## config.mk

```make
export PLATFORM = sky130hd
export DESIGN_NAME = spc_access_check
export DESIGN_NICKNAME = d
export VERILOG_FILES = /design/src/logic/spc_access_check.v /design/src/logic/spc_priv_lookup.v
export VERILOG_INCLUDE_DIRS = /design/src /design/src/logic
export SDC_FILE = /design/constraint.sdc
export NUM_CORES = 1
export LEC_CHECK = 0
export BUFFER_PORTS_ARGS = -buffer_cell sky130_fd_sc_hd__buf_2
export CAP_MARGIN = 25
export CELL_PAD_IN_SITES_DETAIL_PLACEMENT = 1
export CELL_PAD_IN_SITES_GLOBAL_PLACEMENT = 1
export CORE_AREA = 4 4 123 125
export CTS_CLUSTER_DIAMETER = 150
export DETAILED_ROUTE_END_ITERATION = 8
export DIE_AREA = 0 0 127 129
export PLACE_DENSITY_LB_ADDON = 0.1
export SYNTH_ARGS = -nofsm -noshare
export SYNTH_HDL_FRONTEND = slang
export SYNTH_HIERARCHICAL = 1
export SYNTH_SLANG_ARGS = --single-unit
export TNS_END_PERCENT = 20
```

## constraint.sdc

```tcl
create_clock -name clk -period 4.1 [get_ports clk]
set_input_delay 1.23 -clock clk [delete_from_list [all_inputs] [get_ports clk]]
set_output_delay 1.23 -clock clk [all_outputs]
set_load 0.02 [all_outputs]
```

## src/logic/spc_defs.vh

```
// Constants for the system register access privilege checker
`ifndef SPC_DEFS_VH
`define SPC_DEFS_VH

// ----------------------------------------------------------------------
// Privilege levels, ordered user < supervisor < hypervisor
// ----------------------------------------------------------------------
`define SPC_PRIV_USER 2'h0
`define SPC_PRIV_SUPER 2'h1
`define SPC_PRIV_HYPER 2'h2

// ----------------------------------------------------------------------
// Selection IDs
// ----------------------------------------------------------------------
`define SPC_SEL_BASIC0 5'h00
`define SPC_SEL_BASIC1 5'h01
`define SPC_SEL_BASIC2 5'h02
`define SPC_SEL_MEMPROT 5'h05
`define SPC_SEL_GUEST_CTX 5'h09
`define SPC_SEL_COUNTER 5'h0B
`define SPC_SEL_HWSPEC_A 5'h0C
`define SPC_SEL_HWSPEC_B 5'h0D
`define SPC_SEL_PM_MAIN 5'h0E
`define SPC_SEL_PM_SUB 5'h0F

// ----------------------------------------------------------------------
// Register numbers of the protected registers and of the two unprotected config registers
// ----------------------------------------------------------------------
`define SPC_REG_SNOOZE_CFG 5'h15
`define SPC_REG_PROT_BANK 5'h11
`define SPC_REG_PROT_ID_BASE 5'h18
`define SPC_REG_TS_LOW 5'h00
`define SPC_REG_TS_HIGH 5'h01
`define SPC_REG_TS_CTRL 5'h02
`define SPC_REG_GUEST_PM_CTRL 5'h09
`define SPC_REG_PM_COUNT_BASE 5'h10
`define SPC_REG_LOAD_STORE_CFG 5'h02
`define SPC_REG_CACHE_CFG 5'h0C

// ----------------------------------------------------------------------
// Register model codes, one-hot
// ----------------------------------------------------------------------
`define SPC_MODEL_CONV 3'h1
`define SPC_MODEL_HOST 3'h2
`define SPC_MODEL_GUEST 3'h4

// ----------------------------------------------------------------------
// Software register port offsets and reset values
// ----------------------------------------------------------------------
`define SPC_ADDR_USER_PM 8'h00
`define SPC_ADDR_GUEST_PM 8'h04
`define SPC_ADDR_STATUS 8'h08
`define SPC_ADDR_FAULT_COUNT 8'h0C
`define SPC_ADDR_LAST_FAULT 8'h10
`define SPC_RST_PM_CTRL 8'h00
`define SPC_RST_COUNT 16'h0000

`endif

```

## src/logic/spc_access_check.v

```verilog
// System register access privilege checker, top level
`timescale 1ns/1ps
`include "spc_defs.vh"

// Functional notes
// - Conventional: protected need supervisor; timestamp reads user.
// - Virtualized: snooze, bank, timestamp ctrl, perfmon need hypervisor.
// - Virtualized: protection ID writes need hypervisor, reads supervisor.
// - Timestamp halves always readable by user; write level follows mode.
// - Selections 12 and 13 follow the rule, except two config registers.
// - User perfmon setting lowers perfmon register access to user.
// - Virtualized: guest perfmon setting lowers perfmon to supervisor.
// - One shared copy of protected registers, never switched by mode.
// - Guest supervisor level alone cannot reach hypervisor-raised registers.
// - Virtualized: visible register model follows host or guest mode.
// - Multiplexed registers route to the copy of the current mode.
// - In guest mode host context copies are unreachable by moves.

module spc_access_check (
	// Clock and reset
	input wire clk,
	input wire reset_n,
	// Mode from the pipeline
	input wire virt_mode,
	input wire guest_mode,
	input wire [1:0] cur_priv,
	// Register move request
	input wire req_valid,
	input wire req_write,
	input wire [4:0] req_reg_id,
	input wire [4:0] req_sel_id,
	input wire [7:0] req_wdata,
	// Check result
	output reg resp_valid,
	output reg resp_grant,
	output reg resp_priv_fault,
	output reg [1:0] resp_req_priv,
	output reg resp_protected,
	output reg resp_muxed,
	output reg resp_guest_copy,
	output reg [4:0] resp_reg_id,
	output reg [4:0] resp_sel_id,
	output reg resp_write_en,
	output reg resp_read_en,
	output reg [2:0] reg_model,
	// Software register port
	input wire [7:0] bus_addr,
	input wire [31:0] bus_wdata,
	input wire bus_write,
	input wire bus_read,
	output reg [31:0] bus_rdata
);

	// ------------------------------------------------------------------
	// Access settings and status
	// ------------------------------------------------------------------
	reg [7:0] user_pm;
	reg [7:0] guest_pm;
	reg [15:0] fault_count;
	reg [10:0] last_fault;
	reg last_fault_seen;

	wire lk_protected;
	wire [1:0] lk_priv;

	// Single shared lookup; protected registers have one copy only
	spc_priv_lookup u_lookup (
		.reg_id(req_reg_id),
		.sel_id(req_sel_id),
		.is_write(req_write),
		.virt_mode(virt_mode),
		.user_pm(user_pm),
		.guest_pm(guest_pm),
		.protected_hit(lk_protected),
		.req_priv(lk_priv)
	);

	// ------------------------------------------------------------------
	// Multiplexed register decode
	// ------------------------------------------------------------------
	// Original numbers of the host/guest pairs
	function is_orig;
		input [4:0] sel;
		input [4:0] rid;
		begin
			case (sel)
			`SPC_SEL_BASIC0:
				is_orig = (rid == 5'h00) || (rid == 5'h01) ||
					(rid == 5'h02) || (rid == 5'h03) ||
					(rid == 5'h05) || (rid == 5'h0D) ||
					(rid == 5'h0E) || (rid == 5'h1C) ||
					(rid == 5'h1D);
			`SPC_SEL_BASIC1:
				is_orig = (rid == 5'h00) || (rid == 5'h01) ||
					(rid == 5'h03) || (rid == 5'h04) ||
					(rid == 5'h08);
			`SPC_SEL_BASIC2:
				is_orig = (rid == 5'h00) || (rid == 5'h06) ||
					(rid == 5'h08) || (rid == 5'h0D) ||
					(rid == 5'h0E);
			`SPC_SEL_MEMPROT:
				is_orig = (rid == 5'h00);
			default:
				is_orig = 1'b0;
			endcase
		end
	endfunction

	// Guest-copy alias numbers, usable from host mode
	function is_alias;
		input [4:0] sel;
		input [4:0] rid;
		begin
			if (sel != `SPC_SEL_GUEST_CTX)
				is_alias = 1'b0;
			else
				case (rid)
				5'h00, 5'h01, 5'h02, 5'h03, 5'h05, 5'h06, 5'h08,
				5'h0D, 5'h0E, 5'h10, 5'h11, 5'h13, 5'h14, 5'h15,
				5'h16, 5'h18, 5'h19, 5'h1C, 5'h1D, 5'h1E:
					is_alias = 1'b1;
				default:
					is_alias = 1'b0;
				endcase
		end
	endfunction

	// ------------------------------------------------------------------
	// Combined decision
	// ------------------------------------------------------------------
	wire hit_orig;
	wire hit_alias;
	wire host_blocked;
	wire priv_ok;
	wire grant;
	wire in_guest;
	wire gpm_sysreg_wr;
	reg [2:0] next_model;

	assign in_guest = virt_mode && guest_mode;
	assign hit_orig = is_orig(req_sel_id, req_reg_id);
	assign hit_alias = is_alias(req_sel_id, req_reg_id);
	// Alias numbers reach the other context; from a guest that is host
	assign host_blocked = in_guest && hit_alias;
	// Guest code may hold supervisor level, so the plain compare is
	// enough to keep it out of hypervisor-raised registers
	assign priv_ok = (cur_priv >= lk_priv);
	assign grant = priv_ok && !host_blocked;
	// A granted move to the guest perfmon setting updates our copy
	assign gpm_sysreg_wr = req_valid && req_write && grant &&
		(req_sel_id == `SPC_SEL_COUNTER) &&
		(req_reg_id == `SPC_REG_GUEST_PM_CTRL);

	// The model tracks the modes one cycle late, like the check result
	always @* begin
		next_model = `SPC_MODEL_CONV;
		if (virt_mode) begin
			if (guest_mode)
				next_model = `SPC_MODEL_GUEST;
			else
				next_model = `SPC_MODEL_HOST;
		end
	end

	// ------------------------------------------------------------------
	// Routing of multiplexed registers
	// ------------------------------------------------------------------
	wire alias_from_host;
	wire next_guest_copy;
	wire [4:0] next_reg_id;
	wire [4:0] next_sel_id;

	// Original number goes to the current mode's copy; an alias used
	// from host reaches the guest copy under its original number
	assign alias_from_host = hit_alias && !in_guest;
	assign next_guest_copy = (hit_orig && in_guest) || alias_from_host;
	assign next_reg_id = alias_from_host ?
		alias_to_orig_reg(req_reg_id) : req_reg_id;
	assign next_sel_id = alias_from_host ?
		alias_to_orig_sel(req_reg_id) : req_sel_id;

	// ------------------------------------------------------------------
	// Response pipeline stage
	// ------------------------------------------------------------------
	always @(posedge clk or negedge reset_n) begin
		if (!reset_n) begin
			resp_valid <= 1'b0;
			resp_grant <= 1'b0;
			resp_priv_fault <= 1'b0;
			resp_req_priv <= `SPC_PRIV_USER;
			resp_protected <= 1'b0;
			resp_muxed <= 1'b0;
			resp_guest_copy <= 1'b0;
			resp_reg_id <= 5'h00;
			resp_sel_id <= 5'h00;
			resp_write_en <= 1'b0;
			resp_read_en <= 1'b0;
			reg_model <= `SPC_MODEL_CONV;
		end else begin
			reg_model <= next_model;
			resp_valid <= req_valid;
			resp_grant <= req_valid && grant;
			resp_priv_fault <= req_valid && !grant;
			resp_req_priv <= lk_priv;
			resp_protected <= lk_protected;
			resp_muxed <= hit_orig || hit_alias;
			resp_guest_copy <= next_guest_copy;
			resp_reg_id <= next_reg_id;
			resp_sel_id <= next_sel_id;
			resp_write_en <= req_valid && req_write && grant;
			resp_read_en <= req_valid && !req_write && grant;
		end
	end

	// Alias register number back to the original register number
	function [4:0] alias_to_orig_reg;
		input [4:0] rid;
		begin
			case (rid)
			5'h10, 5'h1E, 5'h19: alias_to_orig_reg = 5'h00;
			5'h11: alias_to_orig_reg = 5'h01;
			5'h13: alias_to_orig_reg = 5'h03;
			5'h14: alias_to_orig_reg = 5'h04;
			5'h18: alias_to_orig_reg = 5'h08;
			5'h15: alias_to_orig_reg = 5'h0D;
			5'h16: alias_to_orig_reg = 5'h0E;
			default: alias_to_orig_reg = rid;
			endcase
		end
	endfunction

	// Alias register number to the original selection ID
	function [4:0] alias_to_orig_sel;
		input [4:0] rid;
		begin
			case (rid)
			5'h10, 5'h11, 5'h13, 5'h14, 5'h18:
				alias_to_orig_sel = `SPC_SEL_BASIC1;
			5'h1E, 5'h06, 5'h08, 5'h15, 5'h16:
				alias_to_orig_sel = `SPC_SEL_BASIC2;
			5'h19:
				alias_to_orig_sel = `SPC_SEL_MEMPROT;
			default:
				alias_to_orig_sel = `SPC_SEL_BASIC0;
			endcase
		end
	endfunction

	// ------------------------------------------------------------------
	// Access settings
	// ------------------------------------------------------------------
	wire wr_user_pm;
	wire wr_guest_pm;

	assign wr_user_pm = bus_write && bus_addr == `SPC_ADDR_USER_PM;
	assign wr_guest_pm = bus_write && bus_addr == `SPC_ADDR_GUEST_PM;

	// A move from the pipeline wins over a port write in the same cycle;
	// both reach the one shared copy
	always @(posedge clk or negedge reset_n) begin
		if (!reset_n) begin
			user_pm <= `SPC_RST_PM_CTRL;
			guest_pm <= `SPC_RST_PM_CTRL;
		end else begin
			if (wr_user_pm)
				user_pm <= bus_wdata[7:0];
			if (gpm_sysreg_wr)
				guest_pm <= req_wdata;
			else if (wr_guest_pm)
				guest_pm <= bus_wdata[7:0];
		end
	end

	// ------------------------------------------------------------------
	// Fault tracking
	// ------------------------------------------------------------------
	wire fault_now;
	wire count_clear;
	wire seen_clear;
	wire [15:0] next_fault_count;
	wire [10:0] next_last_fault;

	assign fault_now = req_valid && !grant;
	assign count_clear = bus_write && bus_addr == `SPC_ADDR_FAULT_COUNT;
	assign seen_clear = bus_write && bus_addr == `SPC_ADDR_LAST_FAULT;
	// Direction, selection and number are enough to name the move
	assign next_last_fault = {req_write, req_sel_id, req_reg_id};
	// A fault in the clearing cycle is counted, not lost; counter
	// saturates so a storm of faults cannot wrap to a small value
	assign next_fault_count = count_clear ?
		{15'h0000, fault_now} :
		((fault_now && fault_count != 16'hFFFF) ?
		fault_count + 16'h0001 : fault_count);

	always @(posedge clk or negedge reset_n) begin
		if (!reset_n) begin
			fault_count <= `SPC_RST_COUNT;
			last_fault <= 11'h000;
			last_fault_seen <= 1'b0;
		end else begin
			fault_count <= next_fault_count;
			if (fault_now) begin
				last_fault <= next_last_fault;
				last_fault_seen <= 1'b1;
			end else if (seen_clear) begin
				last_fault_seen <= 1'b0;
			end
		end
	end

	// ------------------------------------------------------------------
	// Software read port
	// ------------------------------------------------------------------
	reg [31:0] next_rdata;

	always @* begin
		next_rdata = 32'h00000000;
		case (bus_addr)
		`SPC_ADDR_USER_PM:
			next_rdata = {24'h000000, user_pm};
		`SPC_ADDR_GUEST_PM:
			next_rdata = {24'h000000, guest_pm};
		`SPC_ADDR_STATUS:
			next_rdata = {26'h0000000, last_fault_seen, reg_model,
				resp_req_priv};
		`SPC_ADDR_FAULT_COUNT:
			next_rdata = {16'h0000, fault_count};
		`SPC_ADDR_LAST_FAULT:
			next_rdata = {20'h00000, last_fault_seen, last_fault};
		default:
			next_rdata = 32'h00000000;
		endcase
	end

	// Read data stand for one cycle only, zero otherwise
	always @(posedge clk or negedge reset_n) begin
		if (!reset_n)
			bus_rdata <= 32'h00000000;
		else if (bus_read)
			bus_rdata <= next_rdata;
		else
			bus_rdata <= 32'h00000000;
	end

endmodule // spc_access_check

```

## src/logic/spc_priv_lookup.v

```verilog
// Required-privilege lookup for one system register access
`timescale 1ns/1ps
`include "spc_defs.vh"

module spc_priv_lookup (
	// Access
	input wire [4:0] reg_id,
	input wire [4:0] sel_id,
	input wire is_write,
	input wire virt_mode,
	// Performance-monitor access settings, one bit per counter
	input wire [7:0] user_pm,
	input wire [7:0] guest_pm,
	// Result
	output reg protected_hit,
	output reg [1:0] req_priv
);

	// Raised level: supervisor normally, hypervisor when virtualized
	wire [1:0] raised;
	wire pm_hit;
	wire [2:0] pm_idx;

	assign raised = virt_mode ? `SPC_PRIV_HYPER : `SPC_PRIV_SUPER;
	assign pm_idx = reg_id[2:0];
	assign pm_hit = ((sel_id == `SPC_SEL_PM_MAIN) &&
		((reg_id[4:3] == 2'h0) || (reg_id[4:3] == 2'h2))) ||
		((sel_id == `SPC_SEL_PM_SUB) && (reg_id[4:3] == 2'h0));

	always @* begin
		protected_hit = 1'b1;
		req_priv = raised;
		if (pm_hit) begin
			// User override beats the guest one: it is the lower level
			if (user_pm[pm_idx])
				req_priv = `SPC_PRIV_USER;
			else if (virt_mode && guest_pm[pm_idx])
				req_priv = `SPC_PRIV_SUPER;
		end else if (sel_id == `SPC_SEL_MEMPROT &&
			reg_id[4:3] == 2'h3) begin
			if (!is_write)
				req_priv = `SPC_PRIV_SUPER;
		end else if (sel_id == `SPC_SEL_COUNTER &&
			(reg_id == `SPC_REG_TS_LOW || reg_id == `SPC_REG_TS_HIGH)) begin
			if (!is_write)
				req_priv = `SPC_PRIV_USER;
		end else if (sel_id == `SPC_SEL_HWSPEC_A) begin
			protected_hit = (reg_id != `SPC_REG_LOAD_STORE_CFG);
		end else if (sel_id == `SPC_SEL_HWSPEC_B) begin
			protected_hit = (reg_id != `SPC_REG_CACHE_CFG);
		end else if (!((sel_id == `SPC_SEL_BASIC0 &&
			reg_id == `SPC_REG_SNOOZE_CFG) ||
			(sel_id == `SPC_SEL_MEMPROT && reg_id == `SPC_REG_PROT_BANK) ||
			(sel_id == `SPC_SEL_COUNTER &&
			(reg_id == `SPC_REG_TS_CTRL ||
			reg_id == `SPC_REG_GUEST_PM_CTRL)))) begin
			protected_hit = 1'b0;
		end
		if (!protected_hit)
			req_priv = `SPC_PRIV_USER;
	end

endmodule // spc_priv_lookup

```

; ---- After elaboration in Yosys (flattened, before gate mapping)
; Memories as Yosys holds them, arrays and structs flattened.
; Index checks and enable logic that the tools add are counted.
[totals]
romBits = 128
inputBits = 68
ff_bits = 99
out_inout_bits = 55
n_memories = 2
[classes]
reduce_logical = 60
magnitude_cmp = 2
addsub = 1
muxes = 34
eq_ne = 39
[memory_table]
columns = name, words, width, read_ports, rd_ports_with_merged_regs, wr, line_no
row1 = (no name shown), 32, 3, 1, 0, 0, spc_access_check.v:236  ; case (rid)
row2 = (no name shown), 32, 1, 1, 0, 0, spc_access_check.v:117  ; case (rid)
[op_table]
columns = cell, n
row1 = 16-bit one-hot mux with 5 select lines, 1
row2 = "5-bit equality test, second input constant", 11
row3 = 16-bit two-way mux, 3
row4 = "5-bit by 4-bit equality test with 1-bit output, second input constant", 9
row5 = 5-bit one-hot mux with 7 select lines, 1
row6 = 1-bit logical AND, 26
row7 = 1-bit logical OR, 22
row8 = "5-bit by 3-bit equality test with 1-bit output, second input constant", 4
row9 = 2-bit two-way mux, 9
row10 = "16-bit by 1-bit adder with 16-bit output, second input constant", 1
row11 = "8-bit by 4-bit equality test with 1-bit output, second input constant", 2
row12 = 8-bit two-way mux, 2
row13 = "16-bit inequality test, second input constant", 1
row14 = "5-bit by 2-bit equality test with 1-bit output, second input constant", 3
row15 = 1-bit two-way mux, 11
row16 = "5-bit by 1-bit equality test with 1-bit output, second input constant", 2
row17 = 5-bit logical NOT, 2
row18 = 5-bit two-way mux, 2
row19 = "5-bit by 4-bit inequality test with 1-bit output, second input constant", 2
row20 = "8-bit by 3-bit equality test with 1-bit output, second input constant", 1
row21 = "8-bit by 5-bit equality test with 1-bit output, second input constant", 1
row22 = 8-bit logical NOT, 1
row23 = 1-bit binary-select mux with 3-bit select, 2
row24 = 3-bit two-way mux, 2
row25 = 9 further kinds, 15

; ---- Depth between registers and ports, before layout
; Gate-level depths: netlist of run 1.
[depth]
word_depth = 18
depth_mapped = 14
mapped_depth_nobuf = 11

; ---- Cells and area by module
; The synthesis of run 1 kept the hierarchy.
[by_module_without_submodules]
columns = mod, area_each_um2, cells_per_inst, instances
row1 = spc_access_check, 4349.2, 414, 1
row2 = spc_priv_lookup, 459.2, 54, 1

; ---- Worst setup path after synthesis of run 1
; Ideal clock, no wire load.
[synth_timing]
path_kind = input -> register
startpoint = input req_reg_id[0]
endpoint = register last_fault[7]
cell_stages = 14
setup_ps = 125
t_arrival_ps = 4042
path_slack_ps = -67
path_cell_list = buf_6 -> mux4_2 -> nor2b_4 -> a211oi_2 -> a22oi_1 -> a211oi_1 -> ha_1 -> nand2b_1 -> a21oi_1 -> a41o_1 -> and2_1 -> buf_2 -> buf_4 -> mux2_2
[synth_between]
elab_chain_len = 15
word_cells_on_any_way = 41
classes_between = 1 x order compare / 7 x eq/ne / 17 x mux / 15 x reduce/logical / 1 x memory
[synth_rtl]
columns = item, line_no
row1 = start: declaration, spc_access_check.v:30  ; input wire [4:0] req_reg_id,
row2 = 5-bit equality test (no line) (tied with other cells), n/a
row3 = 1-bit logical AND (no line) / 1-bit logical OR (equally long branches), n/a
row4 = 1-bit logical OR / 1-bit logical AND (equally long branches), "spc_priv_lookup.v:51, spc_priv_lookup.v:54"
row5 = 1-bit logical OR, spc_priv_lookup.v:51  ; end else if (!((sel_id == `SPC_SEL_BASIC0 &&
row6 = 1-bit two-way mux, spc_priv_lookup.v:51
row7 = 1-bit two-way mux, spc_priv_lookup.v:49  ; end else if (sel_id == `SPC_SEL_HWSPEC_B) begin
row8 = 1-bit two-way mux, spc_priv_lookup.v:47  ; end else if (sel_id == `SPC_SEL_HWSPEC_A) begin
row9 = 1-bit two-way mux, spc_priv_lookup.v:43  ; end else if (sel_id == `SPC_SEL_COUNTER &&
row10 = 1-bit two-way mux, spc_priv_lookup.v:39  ; end else if (sel_id == `SPC_SEL_MEMPROT &&
row11 = 1-bit two-way mux, spc_priv_lookup.v:33  ; if (pm_hit) begin
row12 = 2-bit two-way mux (*), spc_priv_lookup.v:59  ; if (!protected_hit)
row13 = named net lk_priv[0], spc_access_check.v:64  ; wire [1:0] lk_priv;
row14 = 2-bit greater-or-equal comparator (*), spc_access_check.v:147  ; assign priv_ok = (cur_priv >= lk_priv);
row15 = 1-bit logical AND (*), spc_access_check.v:148  ; assign grant = priv_ok && !host_blocked;
row16 = 1-bit logical NOT (*), spc_access_check.v:283  ; assign fault_now = req_valid && !grant;
row17 = 1-bit logical AND (*), spc_access_check.v:283
row18 = named net fault_now, spc_access_check.v:277  ; wire fault_now;
row19 = end signal: assignment, spc_access_check.v:303  ; last_fault <= next_last_fault;
row20 = end: declaration, spc_access_check.v:60  ; reg [10:0] last_fault;
; The timed path passes the listed nets; every way through them passes the cells marked *. The select of a mux whose other input is x is not followed.
; A chain may end at the register's enable or synchronous reset.

; ---- Worst setup path in the final report of run 1
[layout_timing]
startpoint = input req_reg_id[0]
endpoint = register fault_count[13]
[layout_between]
elab_chain_len = 17
word_cells_on_any_way = 43
classes_between = 1 x order compare / 7 x eq/ne / 17 x mux / 17 x reduce/logical / 1 x memory
[layout_rtl]
columns = item, line_no
row1 = 5-bit equality test (no line) (tied with other cells), n/a
row2 = 1-bit logical AND (no line) / 1-bit logical OR (equally long branches), n/a
row3 = 1-bit logical OR / 1-bit logical AND (equally long branches), "spc_priv_lookup.v:51, spc_priv_lookup.v:54"
row4 = 1-bit logical OR, spc_priv_lookup.v:51
row5 = 1-bit two-way mux, spc_priv_lookup.v:51
row6 = 1-bit two-way mux, spc_priv_lookup.v:49
row7 = 1-bit two-way mux, spc_priv_lookup.v:47
row8 = 1-bit two-way mux, spc_priv_lookup.v:43
row9 = (+2 left out), n/a
row10 = 2-bit two-way mux (*), spc_priv_lookup.v:59
row11 = named net lk_priv[0], spc_access_check.v:64
row12 = 2-bit greater-or-equal comparator (*), spc_access_check.v:147
row13 = 1-bit logical AND (*), spc_access_check.v:148
row14 = 1-bit logical NOT (*), spc_access_check.v:283
row15 = 1-bit logical AND (*), spc_access_check.v:283
row16 = 1-bit logical AND (*), spc_access_check.v:292  ; ((fault_now && fault_count != 16'hFFFF) ?
row17 = 2-bit nonzero test (no line) (*), n/a
row18 = end signal: assignment, spc_access_check.v:297  ; fault_count <= `SPC_RST_COUNT;
row19 = end signal: assignment, spc_access_check.v:301  ; fault_count <= next_fault_count;
row20 = end: declaration, spc_access_check.v:59  ; reg [15:0] fault_count;
; Marks and branches as above.

==> results of run 1 <==
-- cells by family after synthesis --
logic type | count (synthesis) | synth area share
and+or+nand+nor | 161 | 0.1983
AOI/OAI and AO/OA | 106 | 0.1533
DFF | 83 | 0.4322
buffers and inverters | 57 | 0.06453
muxes | 52 | 0.1309
adders and majority gates | 7 | 0.01821
other | 1 | 0.0007799
xor gates and xnor gates | 1 | 0.001822
-- critical path, delay by kind of cell --
kind	cells	cell delay [ns]
AOI/OAI and AO/OA	6	1.13
adders and majority gates	1	0.27
buffers and inverters	2	0.44
muxes	1	0.52
and+or+nand+nor	3	0.67
-- cell usage after synthesis, drive strengths merged, types with 4 or more instances --
library cell,instances,area [um^2]
dfrtp,82,2052
mux2,38,427.9
nand2,32,120.1
buf,29,202.7
a21oi,24,123.9
o21ai,24,120.1
nor2,23,86.33
clkbuf,19,73.82
and3,13,81.33
nand3,12,60.06
nor2b,11,76.32
mux2i,10,100.1
and2,9,56.30
inv,9,33.78
nand4,9,56.30
o211ai,9,72.57
or3,9,57.56
nor3,8,45.04
a22oi,7,52.55
ha,7,87.58
o2111ai,7,61.31
a222oi,6,60.06
and4,6,53.80
nand2b,6,45.04
or4,6,45.04
mux4,4,101.4
o31ai,4,30.03
-- state kept, by name, indices dropped and copies added, names as in the netlist, 2 cells and up --
name and flops:
bus_rdata 16, fault_count 16, last_fault 11, guest_pm 8, user_pm 8, resp_reg_id 5
resp_sel_id 5, reg_model 3, resp_req_priv 2
-- final timing paths --
path,endpoint,slack [ns],cells after the start
hold / removal,last_fault[5],0.52,1
min in group asynchronous,resp_write_en,0.90,1
max in group asynchronous,reg_model[0],2.43,2
setup reg to reg,fault_count[13],0.84,12
hold reg to reg,last_fault[5],0.52,1
setup / recovery,fault_count[13],0.11,13
-- layout make-up --
cell class              instances  area, um^2
repair buffers                129       790.8
multi-input cells             344        2531
well taps                     180       225.2
inverters                       9       33.78
clock inverters                 6       91.34
fillers                      1590        7905
flip-flops and latches         83        2078
clock buffers                   9       225.2
-- per-layer routing --
metal,vias up,global-route usage,wire [um]
met2,79,0.3210,7710
met1,2111,0.2471,6825
met4,0,0.07192,207
met3,10,0.02242,437
met5,-,0,0
li1,1940,-,-
-- per-stage QoR --
step	instance area, um^2	power (W)	TNS (ns)	cells	hold WS [ns]
detailed placement	5593	0.001265	-15.64	742	0.5152
CTS	5957	0.002163	0	759	0.5297
finish	5976	0.002144	0	760	0.5219
global placement	5593	0.001255	-13.27	742	0.5068
global route	5976	0.002244	-0.1296	760	0.5584
floorplan	4868	0.001120	0	483	0.4579
-- power groups by stage --
stage	Combinational [W]	Clock, W	Sequential, W
2_1_floorplan	0.000181	0	0.000938
3_3_place_gp	0.000306	0	0.000949
5_1_grt	0.000361	0.000940	0.000944
4_1_cts	0.000324	0.000904	0.000936
6_report	0.000326	0.000883	0.000936
3_5_place_dp	0.000313	0	0.000952
-- repair_timing --
item                       CTS  global route
setup endpoints to repair   18            32
gates cloned                 1             0
resized for setup            3             3
pin swaps                    0             2
buffers inserted             1             1
==> results.json, run 1 <==
{
  "grt_usage": 0.1887,
  "slowest_stage": "mux4_2",
  "startpoint": "req_reg_id[0]",
  "portBuffers": 82,
  "totalWireLength_um": 15180,
  "first_pass_iters": 4,
  "antenna_found_initial": 0,
  "p_leak_nw": 2.782,
  "cp.required_ns": 4.36,
  "cts_buffer_depth": 2,
  "layout_setup_ws_ns": 0.1115,
  "layout_common_cells": "dfrtp_1, buf_2, buf_4, mux2_2, nand2_1",
  "ys_warn_count": 6,
  "max_freq_mhz": 250.7,
  "syn_avg_cell_area_um2": 10.27,
  "syn_area_um2": 4808,
  "worst_path_largest_cell_delay_ns": 0.52,
  "vias": 4140,
  "gp_congestion": 0.8498,
  "antenna_left": 0,
  "crit_type": "input port to flip-flop",
  "finalSetupViolCount": 0,
  "cp_cell_sequence": "buf_2, mux4_2, nor2b_4, a211oi_2, a22oi_1, a211oi_2, ha_1, nand2b_1, a21oi_4, a41oi_4, buf_4, or3_1, a21oi_1",
  "switchingPower_w": 0.0005916,
  "combPwrFrac": 0.152,
  "cts_buffers": 9,
  "fp.dieW_um": 127,
  "r2r-start": "user_pm[5]",
  "wire_per_inst_um": 19.97,
  "crit_top_cell": "a211oi_2",
  "startpoint_type": "input port",
  "crit_arrival_ns": 4.25,
  "grt_max_degree": 46,
  "cts_tree": "done",
  "netlist_instances": 468,
  "num_rows": 43,
  "status": "finished clean",
  "clk_latency_ns": 0.35,
  "synth-edff-count": 0,
  "yosysSeqAreaShare": 0.4322,
  "viasPerCell": 5.447,
  "worst_clock_skew_ns": 0.005429,
  "ys_ff_latch": 83,
  "endpoint_kind": "flip-flop",
  "syn_to_final_growth_pct": 24.28,
  "p_seq_frac": 0.436,
  "layout_min_cycle_time_ns": 3.988,
  "final_common_cell": "dfrtp_1",
  "drtIter0Drc": 221,
  "dpl_worst_slack_ns": -0.6131,
  "num_io_pins": 123,
  "initial_utilization": 0.3464,
  "antenna_cells": 0,
  "p_int_w": 0.001552,
  "hold_violations": 0,
  "async_reset_ff_frac": 1.000,
  "dieHeight_um": 129,
  "clock_power_share": 0.412,
  "synthDistinctLibCells": 72,
  "p_per_area_nw_per_um2": 358.8,
  "fin_util": 0.4305,
  "clk_pin_slew_worst_paths_ns": 0.06,
  "grt_pass1_wl_um": 24300,
  "root_buffer": "clkbuf_16",
  "swShare": 0.2759,
  "final_max_slew_viol_count": 0,
  "cts_sinks": 83,
  "crit_fanout": 12,
  "dieArea_um2": 16380,
  "hold_class": "flip-flop to flip-flop",
  "ys.flop_type": "dfrtp_1",
  "worstHoldStart": "last_fault[5]",
  "cap_violations": 0,
  "hpwlAfterDp_um": 11110,
  "grt_pass1_vias": 4389,
  "coreArea_um2": 13880,
  "layout_worst_path_cycle_share": 0.9728,
  "grt_setup_unrepaired": "true",
  "cts-hold-fix-buffers": 0,
  "drcViolationCount": 0,
  "final_nets": 651,
  "drive_gt1_frac": 0.3483,
  "grt_overflow_total": 0,
  "ir_drop_uv": 209.1,
  "worst_pin_slew_ns": 0.6716,
  "slew_headroom": 0.5523,
  "h-tree-depth": 3
}
Power figures use the tool's default switching activity.
==> run 2: changes to the inputs <==
CORE_AREA = 4 4 114 116   (was 4 4 123 125)
DIE_AREA = 0 0 118 120   (was 0 0 127 129)
==> run 2 against run 1 <==
Against the previous run: sequential share of layout area decreased by 0.25 points; wire length decreased by 1.9%; final area increased by 0.71%; cell count decreased by 3.6%; first-iteration DRC count increased by 19%.
==> results.json, run 2 (synthesis results as in run 1) <==
{
  "vias": 4205,
  "switchingPower_w": 0.0006131,
  "slowest_stage": "mux4_2",
  "r2r_slack_ns": 0.83,
  "final_nets": 656,
  "num_rows": 40,
  "grt_usage": 0.2146,
  "cts_buffers": 9,
  "dp.cells": 714,
  "coreArea_um2": 11910,
  "antenna_left": 0,
  "hold_class": "flip-flop to flip-flop",
  "crit_arrival_ns": 4.19,
  "worst_path_largest_cell_delay_ns": 0.50,
  "grt_overflow_total": 0,
  "swShare": 0.2873,
  "dr_wl_met3_um": 398,
  "crit_fanout": 11,
  "ir_drop_uv": 151.9,
  "totalWireLength_um": 14900,
  "cts_tree": "done",
  "endpoint_kind": "flip-flop",
  "hpwlAfterDp_um": 11070,
  "layout_worst_path_cycle_share": 0.9662,
  "cts_buffer_depth": 2,
  "dr.max_layer_used": "met4",
  "h-tree-depth": 3,
  "design_area_um2": 6018,
  "drtIter0Drc": 263,
  "initial_utilization": 0.4037,
  "worst_clock_skew_ns": 0.009359,
  "grt_pass1_vias": 4468,
  "worstHoldStart": "last_fault[6]",
  "drcViolationCount": 0,
  "root_buffer": "clkbuf_16",
  "grt_pass1_wl_um": 24220,
  "top_regs": "bus_rdata: 16 flops, fault_count: 16 flops, last_fault: 11 flops",
  "finalSetupViolCount": 0,
  "dieHeight_um": 120,
  "p_per_area_nw_per_um2": 354.5,
  "worst_pin_slew_ns": 0.6176,
  "final_max_slew_viol_count": 0,
  "fin_cells": 733,
  "clk_pin_slew_worst_paths_ns": 0.06,
  "fp.dieW_um": 118,
  "wl_met2_um": 7703,
  "viasPerCell": 5.737,
  "crit_type": "input port to flip-flop",
  "num_io_pins": 123,
  "max_freq_mhz": 252.4,
  "whs_endpoint": "last_fault[6]",
  "wl_met1_um": 6455,
  "p_int_w": 0.001521,
  "final_common_cell": "dfrtp_1",
  "finalPower_w": 0.002134,
  "syn_to_final_growth_pct": 25.16,
  "wire_per_inst_um": 20.32,
  "slew_headroom": 0.5883,
  "portBuffers": 82,
  "regToRegEndpoint": "last_fault[5]",
  "cts_sinks": 83,
  "antenna_found_initial": 0,
  "dieArea_um2": 14160,
  "antenna_cells": 0,
  "clk_latency_ns": 0.35,
  "startpoint_type": "input port",
  "cp.required_ns": 4.33,
  "hold_violations": 0,
  "drive_gt1_frac": 0.3669,
  "clock_power_share": 0.404,
  "layout_common_cells": "dfrtp_1, buf_2, buf_4, mux2_2, nand2_1",
  "p_leak_nw": 2.798,
  "gp_congestion": 0.8683,
  "r2r-start": "user_pm[6]",
  "first_pass_iters": 4,
  "worst-r2r-cell-count": 11,
  "grt_max_degree": 64,
  "layout_min_cycle_time_ns": 3.962,
  "status": "finished clean",
  "cap_violations": 0,
  "p_seq_frac": 0.439,
  "cp_cell_sequence": "clkbuf_4, buf_4, mux4_2, mux2i_2, nand2_1, a22oi_2, a211oi_2, ha_1, nand2b_1, a21oi_4, a41o_1, and2_4, buf_12, mux2_1",
  "combPwrFrac": 0.157,
  "whs_path_depth": 1,
  "dpl_cell_area_um2": 5609
}
[run 2: changes by cell type in the layout (fill, tap and decap cells not counted), moves of 2 or more]
cell	before	now
inv_6	0	2
mux4_2	1	3
mux4_1	3	1
buf_4	46	49
[run 2: per-layer routing]
layer,vias to the layer above,global-route usage
met4,0,0.09231
met2,81,0.3726
met1,2146,0.2673
met3,23,0.03016
met5,-,0
li1,1955,-
[run 2: how the worst max path moves through the flow]
| stage | startpoint | end | slack (ns) |
|---|---|---|---|
| floorplan | req_reg_id[0] | last_fault[7] | 0.007 |
| global placement | req_reg_id[0] | guest_pm[4] | -0.43 |
| detailed placement | req_reg_id[0] | guest_pm[6] | -0.64 |
| CTS | req_reg_id[0] | guest_pm[6] | 0.01 |
| global route | req_reg_id[0] | last_fault[5] | -0.004 |
| finish | req_reg_id[0] | last_fault[5] | 0.14 |
[run 2: power by group through the flow]
stage	combinational [W]	clock, W	sequential [W]
after CTS	0.000327	0.000879	0.000935
after global placement	0.000305	0	0.000948
after floorplan	0.000181	0	0.000938
after global routing	0.000370	0.000919	0.000943
after detailed placement	0.000321	0	0.000951
final	0.000334	0.000862	0.000937
[run 2: layout make-up]
cell class	count	area, um^2
Timing Repair Buffer	134	854.6
Multi-Input combinational cell	344	2556
Fill cell	1351	5893
Tap cell	147	183.9
Clock buffer	10	239.0
Clock inverter	6	72.57
Sequential cell	83	2078
Inverter	9	33.78
[run 2: worst max-delay path: cells and delay by family]
kind / cells / cell delay (ns)
simple gates: 3 / 0.46
mux: 3 / 1.07
buf+inv: 3 / 0.44
fa+ha+maj: 1 / 0.29
compound gates: 4 / 0.68
[run 2: timing repair]
item / CTS / global route
setup endpoints to repair: 21 / 34
pin swaps: 0 / 3
hold buffers: 0 / 0
setup buffers: 0 / 2
resized for setup: 5 / 11
cloned: 0 / 1
[run 2: per-stage QoR]
step	hold WS (ns)	worst slack [ns]	setup TNS (ns)	util
after CTS	0.5228	0.01155	0	0.4997
final	0.5161	0.1385	0	0.5053
after detailed placement	0.5071	-0.6410	-16.07	0.4709
after global placement	0.4739	-0.4267	-9.541	0.4686
after floorplan	0.4579	0.006795	0	-
after global routing	0.5480	-0.004073	-0.004073	0.5053
==> run 3: changes to the inputs <==
SETUP_SLACK_MARGIN = 0.5   (was not set)
SLEW_MARGIN = 15   (was not set)
==> run 3 against run 2 <==
Against the previous run: wire length increased by 1.4%; final area is 1.1% higher; die area is the same; register-to-register slack about the same; critical path type unchanged; highest routed layer unchanged.
==> results.json, run 3 (synthesis results as in run 1) <==
{
  "tns_ns": 0,
  "viasPerCell": 5.753,
  "coreArea_um2": 11910,
  "final_common_cell": "dfrtp_1",
  "slew_headroom": 0.5677,
  "hpwlAfterDp_um": 11070,
  "syn_to_final_growth_pct": 26.59,
  "clk_latency_ns": 0.35,
  "status": "finished clean",
  "crit_arrival_ns": 4.16,
  "grt_usage": 0.2128,
  "antenna_left": 0,
  "fp.dieW_um": 118,
  "cts-hold-fix-buffers": 0,
  "startpoint_type": "input port",
  "crit_fanout": 6,
  "first_pass_iters": 5,
  "cts_buffers": 9,
  "clk_pin_slew_worst_paths_ns": 0.06,
  "layout_min_cycle_time_ns": 3.895,
  "grt_max_degree": 30,
  "grt_overflow_total": 0,
  "worst_path_largest_cell_delay_ns": 0.58,
  "slowest_stage": "mux4_1",
  "combPwrFrac": 0.176,
  "cp_top_family": "compound AO/OA/AOI/OAI gates",
  "hold_violations": 0,
  "final_nets": 659,
  "worst_pin_slew_ns": 0.6484,
  "root_buffer": "clkbuf_16",
  "h-tree-depth": 3,
  "layout_common_cells": "dfrtp_1, buf_2, buf_4, nand2_1, mux2_2",
  "worst_clock_skew_ns": 0.008883,
  "portBuffers": 82,
  "r2r_slack_ns": 0.83,
  "seq_area_um2": 2078,
  "wire_per_inst_um": 20.52,
  "cp.required_ns": 4.36,
  "vias": 4234,
  "drtIter0Drc": 227,
  "swShare": 0.2840,
  "path_buf_inv": 2,
  "top_regs": "bus_rdata: 16 flops, fault_count: 16 flops, last_fault: 11 flops",
  "design_area_um2": 6087,
  "initial_utilization": 0.4037,
  "max_freq_mhz": 256.8,
  "multi_input_area_um2": 2635,
  "endpoint_kind": "flip-flop",
  "layout_worst_path_cycle_share": 0.9500,
  "num_io_pins": 123,
  "totalWireLength_um": 15100,
  "dieHeight_um": 120,
  "antenna_found_initial": 0,
  "antenna_cells": 0,
  "grt_pass1_wl_um": 23970,
  "p_leak_nw": 2.828,
  "p_int_w": 0.001450,
  "cap_violations": 0,
  "dpl_cell_area_um2": 5603,
  "gp_congestion": 0.8546,
  "cts_tree": "done",
  "hold_class": "flip-flop to flip-flop",
  "cts_buffer_depth": 2,
  "switchingPower_w": 0.0005752,
  "ir_drop_uv": 156.2,
  "crit_type": "input port to flip-flop",
  "drcViolationCount": 0,
  "finalSetupViolCount": 0,
  "num_rows": 40,
  "clock_power_share": 0.363,
  "dieArea_um2": 14160,
  "cp_cell_sequence": "buf_6, mux4_1, mux2i_2, nand2_1, a22oi_2, a211oi_2, ha_1, nand2b_4, a21oi_4, a41oi_4, buf_4, or3b_1, a21oi_1",
  "grt_pass1_vias": 4341,
  "cts_sinks": 83,
  "final_max_slew_viol_count": 0,
  "p_seq_frac": 0.461,
  "n_fill_cell": 1358,
  "drive_gt1_frac": 0.3769,
  "grt_setup_unrepaired": "true",
  "p_per_area_nw_per_um2": 332.8
}
run 3: cell types whose count changed in the layout (fill, tap and decap cells not counted), moves of 3 or more:
| cell | before | now |
|---|---|---|
| mux2_2 | 34 | 28 |
| a21oi_2 | 1 | 4 |
| mux2_4 | 0 | 6 |
| buf_6 | 1 | 4 |
| a21oi_1 | 22 | 19 |
| clkbuf_1 | 0 | 4 |
run 3: layout make-up:
| cell class | count | share of cell area |
|---|---|---|
| inverters | 9 | 0.005550 |
| clock buffers | 13 | 0.03947 |
| clock inverters | 3 | 0.002878 |
| flip-flops and latches | 83 | 0.3414 |
| multi-input cells | 344 | 0.4329 |
| well taps | 147 | 0.03022 |
| repair buffers | 137 | 0.1476 |
run 3: power groups by stage:
stage	registers, W	logic, W	clock network (W)
after floorplan	0.000938	0.000185	0
after global placement	0.000944	0.000312	0
after detailed placement	0.000948	0.000324	0
after CTS	0.000933	0.000344	0.000754
after global routing	0.000941	0.000388	0.000784
final	0.000934	0.000356	0.000735
run 3: what timing repair did:
item / 4_1_cts / 5_1_grt
gates cloned: 1 / 1
endpoints found under the setup margin: 40 / 40
setup buffers: 5 / 1
gates resized for setup: 21 / 13
hold endpoints to repair: 0 / 0
pin swaps: 4 / 4
run 3: path summary, 6_finish.rpt:
check / end / startpoint / depth (start not counted)
worst max-delay path: fault_count[1] / req_reg_id[0] / 13
worst min-delay path: last_fault[10] / last_fault[10] / 1
worst max register to register: fault_count[1] / guest_pm[7] / 12
worst min register to register: last_fault[10] / last_fault[10] / 1
max in group asynchronous: reg_model[0] / reset_n / 2
min in group asynchronous: resp_read_en / reset_n / 1
run 3: per-layer routing:
layer  GRT usage  routed length, um  vias up  share of wire
li1            -                  -     1956              -
met1      0.2778               6631     2166           0.44
met2      0.3647               7704       97           0.51
met3     0.02356                516       15          0.034
met4     0.07985                246        0          0.016
met5           0                  0        -              0
run 3: metrics by stage:
step	cells	setup WS (ns)	hold slack [ns]	power [W]	utilization
after floorplan	483	0.1585	0.4579	0.001124	-
after global placement	712	-0.3938	0.4967	0.001256	0.4704
after detailed placement	712	-0.4849	0.5021	0.001272	0.4704
after CTS	734	0.2187	0.5144	0.002032	0.5046
after global routing	736	0.05060	0.5363	0.002113	0.5110
final	736	0.2052	0.5186	0.002026	0.5110
